### src/logic/bpa_pkg.sv
package bpa_pkg;
    // clock
    localparam int CLK_PERIOD_NS = 25;
    // impression window limits, set by the forms thickness control
    localparam int IMP_MIN_US = 235;
    localparam int IMP_MAX_US = 435;
    localparam int IMP_MIN_CYC = (IMP_MIN_US * 1000 + CLK_PERIOD_NS - 1) / CLK_PERIOD_NS;
    localparam int IMP_MAX_CYC = (IMP_MAX_US * 1000) / CLK_PERIOD_NS;
    localparam int THICK_STEPS = 7;
    localparam int IMP_STEP_CYC = (IMP_MAX_CYC - IMP_MIN_CYC) / THICK_STEPS;
    // width of home and carriage advance pulses
    localparam int PULSE_NS = 1000;
    localparam int PULSE_CYC = (PULSE_NS + CLK_PERIOD_NS - 1) / CLK_PERIOD_NS;
    // carriage oscillator: running step and the two delayed stopping steps
    localparam int CARR_STEP_US = 1000;
    localparam int CARR_STEP_CYC = (CARR_STEP_US * 1000) / CLK_PERIOD_NS;
    localparam int CARR_DECEL_US = 2000;
    localparam int CARR_DECEL_CYC = (CARR_DECEL_US * 1000) / CLK_PERIOD_NS;
    localparam logic [1:0] CARR_TAIL_STEPS = 2'h2;
    localparam int INC_PER_LINE = 8;
    // belt timing marks and oscillator ramp
    localparam int BELT_MARK_CYC = 2000;
    localparam int BELT_START_DIV = 400;
    localparam int BELT_RUN_DIV = 100;
    localparam int HAMMERS = 66;
    localparam int GROUP_SIZE = 22;
    localparam int GROUPS = 3;
    // register map
    localparam logic [3:0] CTRL_ADDR = 4'h0;
    localparam logic [3:0] STATUS_ADDR = 4'h4;
    localparam logic [3:0] INTERVAL_ADDR = 4'h8;
    localparam logic [2:0] CTRL_RESET = 3'h0;
    localparam int CTRL_THICK_LSB = 0;
    localparam int ST_MOTION = 0;
    localparam int ST_CARRIAGE = 1;
    localparam int ST_GAP = 2;
    localparam int ST_HCHK_LSB = 3;
    localparam int ST_THROAT = 6;
    localparam int ST_COVER = 7;
    localparam int ST_FORMS = 8;
    localparam int ST_THERMAL = 9;
    localparam int ST_SUPPLY = 10;
    localparam int REG_W = 32;
endpackage

### src/logic/bpa_sync.sv
`timescale 1ns/100ps
// two-stage synchroniser for a group of pin inputs
module bpa_sync #(
    parameter int W = 1
) (
    input wire logic clk_sys_in,
    input wire logic sys_rst_in,
    input wire logic [W-1:0] pin_in,
    output logic [W-1:0] sync_out
);
    logic [W-1:0] meta;

    // first stage feeds only the second
    always_ff @(posedge clk_sys_in or posedge sys_rst_in) begin
        if (sys_rst_in) begin
            meta <= '0;
            sync_out <= '0;
        end else begin
            meta <= pin_in;
            sync_out <= meta;
        end
    end
endmodule

### src/logic/bpa_oneshot.sv
`timescale 1ns/100ps
// retriggerable single shot, high for exactly len_in cycles after start
module bpa_oneshot #(
    parameter int W = 16
) (
    input wire logic clk_sys_in,
    input wire logic sys_rst_in,
    input wire logic clear_in,
    input wire logic start_in,
    input wire logic [W-1:0] len_in,
    output logic active_out
);
    logic [W-1:0] cnt;

    // count down the remaining width
    always_ff @(posedge clk_sys_in or posedge sys_rst_in) begin
        if (sys_rst_in) begin
            cnt <= '0;
            active_out <= 1'b0;
        end else if (clear_in) begin
            cnt <= '0;
            active_out <= 1'b0;
        end else if (start_in && len_in != '0) begin
            cnt <= len_in;
            active_out <= 1'b1;
        end else if (cnt != '0) begin
            cnt <= cnt - 1'b1;
            active_out <= (cnt != {{(W-1){1'b0}}, 1'b1});
        end
    end
endmodule

### src/logic/bpa_printer.sv
`timescale 1ns/100ps
// How it works
// - belt go gates the belt oscillator
// - belt motion up at speed, down ten percent
// - home and subscan only once up to speed
// - subscans from marks, dummy one at home
// - impression window from subscan fall, 235-435 us
// - fire line n drives hammer n only
// - per group report odd number of hammers on
// - carriage go makes advance pulses, eight per line
// - home pulse marks start of type set
// - forms sensed line shows forms present
// - overheat shown on thermal line and indicator
// - interlock switch pulls low when pushed in
// - two delayed advance pulses after carriage go drops
module bpa_printer
    import bpa_pkg::*;
#(
    parameter int IMP_MIN = bpa_pkg::IMP_MIN_CYC,
    parameter int IMP_STEP = bpa_pkg::IMP_STEP_CYC,
    parameter int CARR_STEP = bpa_pkg::CARR_STEP_CYC,
    parameter int CARR_DECEL = bpa_pkg::CARR_DECEL_CYC,
    parameter int MARK_CYC = bpa_pkg::BELT_MARK_CYC
) (
    input wire logic clk_sys_in,
    input wire logic sys_rst_in,
    input wire logic [3:0] reg_addr_in,
    input wire logic [bpa_pkg::REG_W-1:0] reg_wdata_in,
    input wire logic reg_wr_in,
    input wire logic reg_rd_in,
    output logic [bpa_pkg::REG_W-1:0] reg_rdata_out,
    input wire logic printer_reset_in,
    input wire logic contactor_close_in,
    input wire logic belt_go_in,
    input wire logic carriage_go_in,
    input wire logic stop_ribbon_in,
    input wire logic paper_clamp_in,
    input wire logic [bpa_pkg::HAMMERS-1:0] fire_hammer_in,
    input wire logic timing_mark_in,
    input wire logic throat_plunger_in,
    input wire logic cover_plunger_in,
    input wire logic forms_plunger_in,
    input wire logic overtemp_in,
    output logic belt_motion_out,
    output logic belt_subscan_pulse_out,
    output logic impression_window_pulse_out,
    output logic home_pulse_out,
    output logic carriage_advance_out,
    output logic [bpa_pkg::GROUPS-1:0] hammer_check_out,
    output logic throat_closed_n_out,
    output logic cover_closed_n_out,
    output logic forms_sensed_n_out,
    output logic thermal_switch_out,
    output logic overtemperature_indicator_out,
    output logic [bpa_pkg::HAMMERS-1:0] hammer_coil_out,
    output logic supply_24v_out,
    output logic [3:0] belt_motor_out,
    output logic [3:0] carriage_motor_out,
    output logic ribbon_clutch_out,
    output logic clamp_solenoid_out
);
    import bpa_pkg::*;

    // speed limits from the nominal mark spacing
    localparam int DROP_CYC = MARK_CYC * 10 / 9;
    localparam int HOME_CYC = MARK_CYC * 3 / 2;
    localparam int SUBSCAN_CYC = MARK_CYC / 2;
    localparam int CW = 16;
    localparam int KW = 22;

    logic [HAMMERS+5:0] att_s;
    logic [4:0] sen_s;
    logic prst, contactor_s, belt_go_s, carr_go_s, stop_ribbon_s, clamp_s;
    logic [HAMMERS-1:0] fire_s;
    logic mark_s, mark_d, mark_rise;
    logic throat_s, cover_s, forms_s, hot_s;
    logic [2:0] thick;
    logic [CW-1:0] mark_cnt, interval, imp_len;
    logic home_gap, home_start, subscan_start, subscan_fall, subscan_d;
    logic [CW-1:0] belt_div, belt_tick;
    logic [1:0] belt_phase, carr_phase, carr_tail;
    logic [KW-1:0] carr_cnt;
    logic carr_go_d, adv_start;

    // attachment lines and printer sensors come from other logic and pins
    bpa_sync #(.W(HAMMERS + 6)) u_sync_att (
        .clk_sys_in(clk_sys_in),
        .sys_rst_in(sys_rst_in),
        .pin_in({printer_reset_in, contactor_close_in, belt_go_in, carriage_go_in,
                 stop_ribbon_in, paper_clamp_in, fire_hammer_in}),
        .sync_out(att_s)
    );
    bpa_sync #(.W(5)) u_sync_sen (
        .clk_sys_in(clk_sys_in),
        .sys_rst_in(sys_rst_in),
        .pin_in({timing_mark_in, throat_plunger_in, cover_plunger_in, forms_plunger_in,
                 overtemp_in}),
        .sync_out(sen_s)
    );
    assign {prst, contactor_s, belt_go_s, carr_go_s, stop_ribbon_s, clamp_s} =
        att_s[HAMMERS+5:HAMMERS];
    assign fire_s = att_s[HAMMERS-1:0];
    assign {mark_s, throat_s, cover_s, forms_s, hot_s} = sen_s;
    assign mark_rise = mark_s & ~mark_d;

    // hammer drive, supply contactor and solenoids; printer reset drops them
    always_ff @(posedge clk_sys_in or posedge sys_rst_in) begin
        if (sys_rst_in) begin
            hammer_coil_out <= '0;
            supply_24v_out <= 1'b0;
            ribbon_clutch_out <= 1'b0;
            clamp_solenoid_out <= 1'b0;
        end else if (prst) begin
            hammer_coil_out <= '0;
            supply_24v_out <= 1'b0;
            ribbon_clutch_out <= 1'b0;
            clamp_solenoid_out <= 1'b0;
        end else begin
            supply_24v_out <= contactor_s;
            hammer_coil_out <= fire_s & {HAMMERS{contactor_s}};
            ribbon_clutch_out <= ~stop_ribbon_s;
            clamp_solenoid_out <= clamp_s;
        end
    end

    // odd parity per driver card, taken from what is really driven
    always_ff @(posedge clk_sys_in or posedge sys_rst_in) begin
        if (sys_rst_in) begin
            hammer_check_out <= '0;
        end else begin
            for (int g = 0; g < GROUPS; g++) begin
                hammer_check_out[g] <= ^hammer_coil_out[g*GROUP_SIZE +: GROUP_SIZE];
            end
        end
    end

    // interlocks read low when the plunger is in; overheat lamp follows the switch
    always_ff @(posedge clk_sys_in or posedge sys_rst_in) begin
        if (sys_rst_in) begin
            throat_closed_n_out <= 1'b1;
            cover_closed_n_out <= 1'b1;
            forms_sensed_n_out <= 1'b1;
            thermal_switch_out <= 1'b0;
            overtemperature_indicator_out <= 1'b0;
        end else begin
            throat_closed_n_out <= ~throat_s;
            cover_closed_n_out <= ~cover_s;
            forms_sensed_n_out <= ~forms_s;
            thermal_switch_out <= hot_s;
            overtemperature_indicator_out <= hot_s;
        end
    end

    // belt oscillator ramps its step period down to running speed
    always_ff @(posedge clk_sys_in or posedge sys_rst_in) begin
        if (sys_rst_in) begin
            belt_div <= CW'(BELT_START_DIV);
            belt_tick <= '0;
            belt_phase <= 2'h0;
        end else if (prst || !belt_go_s) begin
            belt_div <= CW'(BELT_START_DIV);
            belt_tick <= '0;
        end else if (belt_tick >= belt_div - 1'b1) begin
            belt_tick <= '0;
            belt_phase <= belt_phase + 1'b1;
            if (belt_div > CW'(BELT_RUN_DIV)) begin
                belt_div <= belt_div - 1'b1;
            end
        end else begin
            belt_tick <= belt_tick + 1'b1;
        end
    end

    // two-phase drive pattern for a stepper: a, a_bar, b, b_bar
    function automatic logic [3:0] phase_drive(input logic [1:0] ph);
        logic [3:0] d;
        d = 4'h0;
        case (ph)
            2'h0: d = 4'ha;
            2'h1: d = 4'h6;
            2'h2: d = 4'h5;
            default: d = 4'h9;
        endcase
        return d;
    endfunction
    assign belt_motor_out = belt_go_s ? phase_drive(belt_phase) : 4'h0;
    assign carriage_motor_out = phase_drive(carr_phase);

    // mark spacing sets speed status; the missing mark gives home
    always_ff @(posedge clk_sys_in or posedge sys_rst_in) begin
        if (sys_rst_in) begin
            mark_d <= 1'b0;
            mark_cnt <= '1; // no spacing measured yet
            interval <= '0;
            home_gap <= 1'b0;
            belt_motion_out <= 1'b0;
        end else if (prst) begin
            mark_d <= mark_s;
            mark_cnt <= '1;
            home_gap <= 1'b0;
            belt_motion_out <= 1'b0;
        end else begin
            mark_d <= mark_s;
            if (mark_rise) begin
                mark_cnt <= '0;
                interval <= mark_cnt;
                home_gap <= 1'b0;
                if (home_gap ? (mark_cnt > CW'(2 * DROP_CYC)) : (mark_cnt > CW'(DROP_CYC))) begin
                    belt_motion_out <= 1'b0;
                end else if (mark_cnt <= CW'(MARK_CYC) && belt_go_s) begin
                    belt_motion_out <= 1'b1;
                end
            end else begin
                if (!belt_go_s) begin
                    mark_cnt <= '1; // a stale count must not pass as speed
                end else if (mark_cnt != '1) begin
                    mark_cnt <= mark_cnt + 1'b1;
                end
                if (mark_cnt > CW'(2 * DROP_CYC)) begin
                    belt_motion_out <= 1'b0;
                end
                if (home_start) begin
                    home_gap <= 1'b1;
                end
            end
        end
    end

    // a long gap while at speed is the home position; slow belts never reach it
    assign home_start = belt_motion_out && !home_gap && !mark_rise && mark_cnt == CW'(HOME_CYC);
    assign subscan_start = belt_motion_out && (mark_rise || home_start);

    bpa_oneshot #(.W(CW)) u_subscan (
        .clk_sys_in(clk_sys_in),
        .sys_rst_in(sys_rst_in),
        .clear_in(prst),
        .start_in(subscan_start),
        .len_in(CW'(SUBSCAN_CYC)),
        .active_out(belt_subscan_pulse_out)
    );
    bpa_oneshot #(.W(CW)) u_home (
        .clk_sys_in(clk_sys_in),
        .sys_rst_in(sys_rst_in),
        .clear_in(prst),
        .start_in(home_start),
        .len_in(CW'(PULSE_CYC)),
        .active_out(home_pulse_out)
    );

    // impression window starts as the subscan falls
    always_ff @(posedge clk_sys_in or posedge sys_rst_in) begin
        if (sys_rst_in) begin
            subscan_d <= 1'b0;
        end else begin
            subscan_d <= belt_subscan_pulse_out;
        end
    end
    assign subscan_fall = subscan_d & ~belt_subscan_pulse_out;

    bpa_oneshot #(.W(CW)) u_impression (
        .clk_sys_in(clk_sys_in),
        .sys_rst_in(sys_rst_in),
        .clear_in(prst),
        .start_in(subscan_fall),
        .len_in(CW'(IMP_MIN + int'(thick) * IMP_STEP)),
        .active_out(impression_window_pulse_out)
    );

    // carriage oscillator, then two slow steps to stop without overshoot
    always_ff @(posedge clk_sys_in or posedge sys_rst_in) begin
        if (sys_rst_in) begin
            carr_cnt <= '0;
            carr_tail <= 2'h0;
            carr_go_d <= 1'b0;
            carr_phase <= 2'h0;
        end else if (prst) begin
            carr_cnt <= '0;
            carr_tail <= 2'h0;
            carr_go_d <= 1'b0;
        end else begin
            carr_go_d <= carr_go_s;
            if (carr_go_s) begin
                carr_tail <= 2'h0;
                carr_cnt <= (carr_cnt >= KW'(CARR_STEP - 1)) ? '0 : carr_cnt + 1'b1;
            end else if (carr_go_d) begin
                carr_tail <= CARR_TAIL_STEPS;
                carr_cnt <= '0;
            end else if (carr_tail != 2'h0) begin
                if (carr_cnt >= KW'(CARR_DECEL - 1)) begin
                    carr_cnt <= '0;
                    carr_tail <= carr_tail - 1'b1;
                end else begin
                    carr_cnt <= carr_cnt + 1'b1;
                end
            end
            if (adv_start) begin
                carr_phase <= carr_phase + 1'b1;
            end
        end
    end
    assign adv_start = !prst && ((carr_go_s && carr_cnt >= KW'(CARR_STEP - 1)) ||
        (!carr_go_s && !carr_go_d && carr_tail != 2'h0 && carr_cnt >= KW'(CARR_DECEL - 1)));

    bpa_oneshot #(.W(CW)) u_advance (
        .clk_sys_in(clk_sys_in),
        .sys_rst_in(sys_rst_in),
        .clear_in(prst),
        .start_in(adv_start),
        .len_in(CW'(PULSE_CYC)),
        .active_out(carriage_advance_out)
    );

    // control register: forms thickness steers the impression window
    always_ff @(posedge clk_sys_in or posedge sys_rst_in) begin
        if (sys_rst_in) begin
            thick <= CTRL_RESET;
        end else if (reg_wr_in && reg_addr_in == CTRL_ADDR) begin
            thick <= reg_wdata_in[CTRL_THICK_LSB +: 3];
        end
    end

    // read data stand one cycle after the strobe; unmapped reads give zero
    always_ff @(posedge clk_sys_in or posedge sys_rst_in) begin
        if (sys_rst_in) begin
            reg_rdata_out <= '0;
        end else if (reg_rd_in) begin
            reg_rdata_out <= '0;
            case (reg_addr_in)
                CTRL_ADDR: reg_rdata_out[CTRL_THICK_LSB +: 3] <= thick;
                STATUS_ADDR: begin
                    reg_rdata_out[ST_MOTION] <= belt_motion_out;
                    reg_rdata_out[ST_CARRIAGE] <= carr_go_s | (carr_tail != 2'h0);
                    reg_rdata_out[ST_GAP] <= home_gap;
                    reg_rdata_out[ST_HCHK_LSB +: GROUPS] <= hammer_check_out;
                    reg_rdata_out[ST_THROAT] <= ~throat_closed_n_out;
                    reg_rdata_out[ST_COVER] <= ~cover_closed_n_out;
                    reg_rdata_out[ST_FORMS] <= ~forms_sensed_n_out;
                    reg_rdata_out[ST_THERMAL] <= thermal_switch_out;
                    reg_rdata_out[ST_SUPPLY] <= supply_24v_out;
                end
                INTERVAL_ADDR: reg_rdata_out[CW-1:0] <= interval;
                default: reg_rdata_out <= '0;
            endcase
        end
    end

    // width of each impression window, seen only by the checks below
    always_ff @(posedge clk_sys_in or posedge sys_rst_in) begin
        if (sys_rst_in) begin
            imp_len <= '0;
        end else if (impression_window_pulse_out) begin
            imp_len <= imp_len + 1'b1;
        end else begin
            imp_len <= '0;
        end
    end
endmodule

### config.mk
export PLATFORM = sky130hd
export DESIGN_NAME = bpa_printer
export DESIGN_NICKNAME = d
export VERILOG_FILES = /design/src/logic/bpa_pkg.sv /design/src/logic/bpa_sync.sv /design/src/logic/bpa_oneshot.sv /design/src/logic/bpa_printer.sv
export SDC_FILE = /design/constraint.sdc
export NUM_CORES = 1
export LEC_CHECK = 0
export BUFFER_PORTS_ARGS = -buffer_cell sky130_fd_sc_hd__buf_2
export CORE_MARGIN = 4
export CORE_UTILIZATION = 55
export CTS_CLUSTER_DIAMETER = 50
export CTS_CLUSTER_SIZE = 25
export DETAILED_ROUTE_END_ITERATION = 6
export HOLD_SLACK_MARGIN = 0.03
export PLACE_DENSITY = 0.84
export SYNTH_ARGS = -nofsm -noshare
export SYNTH_HDL_FRONTEND = slang
export SYNTH_SLANG_ARGS = --single-unit
### constraint.sdc
create_clock -name clk_sys_in -period 40 [get_ports clk_sys_in]
set_input_delay 4 -clock clk_sys_in [delete_from_list [all_inputs] [get_ports clk_sys_in]]
set_output_delay 4 -clock clk_sys_in [all_outputs]
set_load 0.02 [all_outputs]
==> flow_summary.json <==
{
  "p_total_mw": 1.20,
  "slowest_stage": "buf_4",
  "grt_antenna_before_repair": 3,
  "grt_remaining_overflow": 0,
  "coreArea_mm2": 0.0315,
  "finClkSkew_ns": 0.0482,
  "power.density_mw_per_mm2": 59.6,
  "grt_pass1_wl_mm": 63.5,
  "worstReg2RegStart": "belt_div[0]$_DFFE_PP0P_",
  "num_antenna_cells": 0,
  "reg2regPathDepth": 13,
  "dp.cells": 2102,
  "yosys.area.top_type": "dfrtp_1",
  "layout-drive-gt1-share": 0.175,
  "ys_seq_elements": 414,
  "whs_path_depth": 0,
  "post_cts_buffers": 0,
  "wl_per_cell_um": 17.5,
  "status": "finished, final reports clean",
  "gp_congestion": 0.856,
  "cts_resized": 0,
  "arrival_ns": 6.67,
  "hold_start": "u_sync_att.meta[22]$_DFF_PP0_",
  "dp_hpwl_mm": 25.7,
  "synth_top_area_share": 0.559,
  "io-pin-count": 239,
  "switching_share": 0.330,
  "synthFlopType": "dfrtp_1",
  "start_util": 0.557,
  "syn_to_final_growth_pct": 15.1,
  "die_x_um": 187,
  "maxSlewViolCount": 0,
  "yosysSeqAreaShare": 0.592,
  "ys_types": 71,
  "fin_area_mm2": 0.0202,
  "tns_ns": 0,
  "drc": 0,
  "clkPwrFrac": 0.329,
  "synthTopCellsByArea": "dfrtp_1 56%, xnor2_1 5.2%, ha_1 3.8%, dfstp_2 3.3%, nand2_1 2.9%",
  "dr.pass1.iters": 5,
  "final_antenna_net_count": 0,
  "ys_warn_count": 0,
  "setup_viol": 0,
  "p_switching_uw": 398,
  "p_leak_nw": 9.58,
  "avgViaCountPerCell": 5.52,
  "synth_edf_count": 0,
  "hold_buffers": 0,
  "setup.worst_path.start": "sys_rst_in",
  "die_y_um": 187,
  "fin_nets": 1913,
  "grt_usage": 0.219,
  "crit_fanout": 190,
  "p_seq_frac": 0.422,
  "start_kind": "input port",
  "tightest_slew_ns": 1.10,
  "pre_cts_ws_ns": 33.21,
  "placed_area_mm2": 0.0188,
  "cp_cell_sequence": "buf_2 -> inv_8 -> buf_12 -> buf_4",
  "synth-async-reset-ratio": 1.00,
  "rsz0062_at_grt": "no",
  "drt_iter0_markers": 727,
  "postSynthCellCount": 1561,
  "htreeDepth": 2,
  "stdcell_count": 2169,
  "path_buf_inv": 4,
  "portBuffers": 193,
  "cts_buffer_depth": 3,
  "slowest_delay_ns": 0.88,
  "cts.sinks": 414,
  "pwr-share-comb": 0.249,
  "cts_tree": "yes",
  "fmax_mhz": 162,
  "syn_area_mm2": 0.0175,
  "setup_ws_ns": 33.84,
  "dieArea_mm2": 0.0348,
  "cp.depth": 4,
  "synth.avg_cell_area_um2": 11.2,
  "grt_max_degree": 191,
  "max_slew_margin": 0.264,
  "fin_crit_sh": 0.154,
  "rows": 65,
  "worstSkewPairLatency_ns": 0.56,
  "critPathKind": "input port to asynchronous set/reset pin",
  "p_int_uw": 806,
  "finalCriticalPeriod_ns": 6.16,
  "cts.clk_slew.worst_paths_ns": 0.09,
  "critPathTopFamily": "buffers and inverters",
  "finalWirelength_mm": 38.0,
  "hp-class": "flop to flop",
  "crit_required_ns": 40.51,
  "vias": 12000,
  "ir_drop_v": 0.0000551,
  "cap_violations": 0,
  "cts_root_buf": "clkbuf_16",
  "grt_pass1_vias": 12500,
  "cp-end-kind": "asynchronous set/reset pin",
  "numCtsBuffers": 37,
  "hold_viol": 0
}
logic make-up after synthesis:
logic type	after synthesis	synth area share
and+or+nand+nor	571	0.166
DFF	414	0.592
AOI/OAI and AO/OA	235	0.0864
xor gates and xnor gates	155	0.0774
buffers and inverters	116	0.0285
adders and majority gates	57	0.0424
muxes	12	0.00713
other	1	0.000214
stage by stage:
step,util,hold WS [ns]
2_1_floorplan,-,0.331
3_3_place_gp,0.597,0.331
3_5_place_dp,0.597,0.335
4_1_cts,0.642,0.347
5_1_grt,0.642,0.348
6_report,0.642,0.346
synth_stat cells, types with 39 or more instances:
master and count:
ha_1 53, clkbuf_1 57, and2_1 74, o21ai_0 52, nor3_1 39, nand2_1 135
nor2_1 132, xnor2_1 104, xor2_1 51, dfrtp_1 392, inv_1 39, a21oi_1 65
power groups by stage:
stage / Combinational [mW] / Clock, mW / Sequential [mW]
5_1_grt: 0.340 / 0.421 / 0.515
4_1_cts: 0.302 / 0.403 / 0.508
2_1_floorplan: 0.230 / 0 / 0.513
3_3_place_gp: 0.285 / 0 / 0.512
6_report: 0.300 / 0.396 / 0.508
3_5_place_dp: 0.297 / 0 / 0.515
worst paths after layout:
path,end,slack [ns]
hold / removal,u_sync_att.sync_out[22]$_DFF_PP0_,0.35
setup reg to reg,belt_tick[15]$_DFF_PP0_,35.47
min in group asynchronous,u_sync_sen.meta[2]$_DFF_PP0_,3.68
setup / recovery,u_impression.cnt[1]$_DFFE_PP0P_,33.84
hold reg to reg,u_sync_att.sync_out[22]$_DFF_PP0_,0.35
max in group clk_sys_in,belt_motor_out[2],34.34
worst reg2reg max path, delay by kind of cell (launching register included):
family,cells,cell delay (ns)
flip-flops,1,0.41
AND/OR/NAND/NOR,6,2.12
AO/OA/AOI/OAI,3,1.07
buffers and inverters,1,0.13
adder cells (fa/ha/maj),2,0.51
XOR/XNOR,1,0.18
layout make-up:
class	count	area (µm²)
well taps	402	503
clock inverters	25	410
inverters	39	154
multi-input cells	1046	6720
clock buffers	42	976
repair buffers	201	1040
fillers	2269	11300
flip-flops and latches	414	10400
layer usage:
metal,track usage,part of all wire,vias to the layer above,wire (µm)
li1,-,-,5634,-
met1,0.274,0.40,5903,15100
met2,0.383,0.50,356,19200
met3,0.0589,0.075,75,2870
met4,0.0518,0.022,4,845
met5,0,0.00087,-,33
cells in the final DEF, fill, tap and decap left out, drive strengths merged, types with 16 or more instances in the layout:
master    n
or3      19
a21oi    65
nand2   136
nor3     39
xnor2   104
clkbuf   42
or4      16
and3     27
buf     201
o21ai    52
inv      53
dfrtp   392
and2     74
nor2b    18
a211oi   20
xor2     51
nor2    132
ha       53
nand3    38
conb     16
dfstp    22
flip-flops by register name (all words and copies together), names as in the netlist, 22 cells and up:
register             count
carr_cnt                22
hammer_coil_out         66
u_sync_att.meta         72
u_sync_att.sync_out     72
Note: power is estimated with default switching activity, not from simulation.
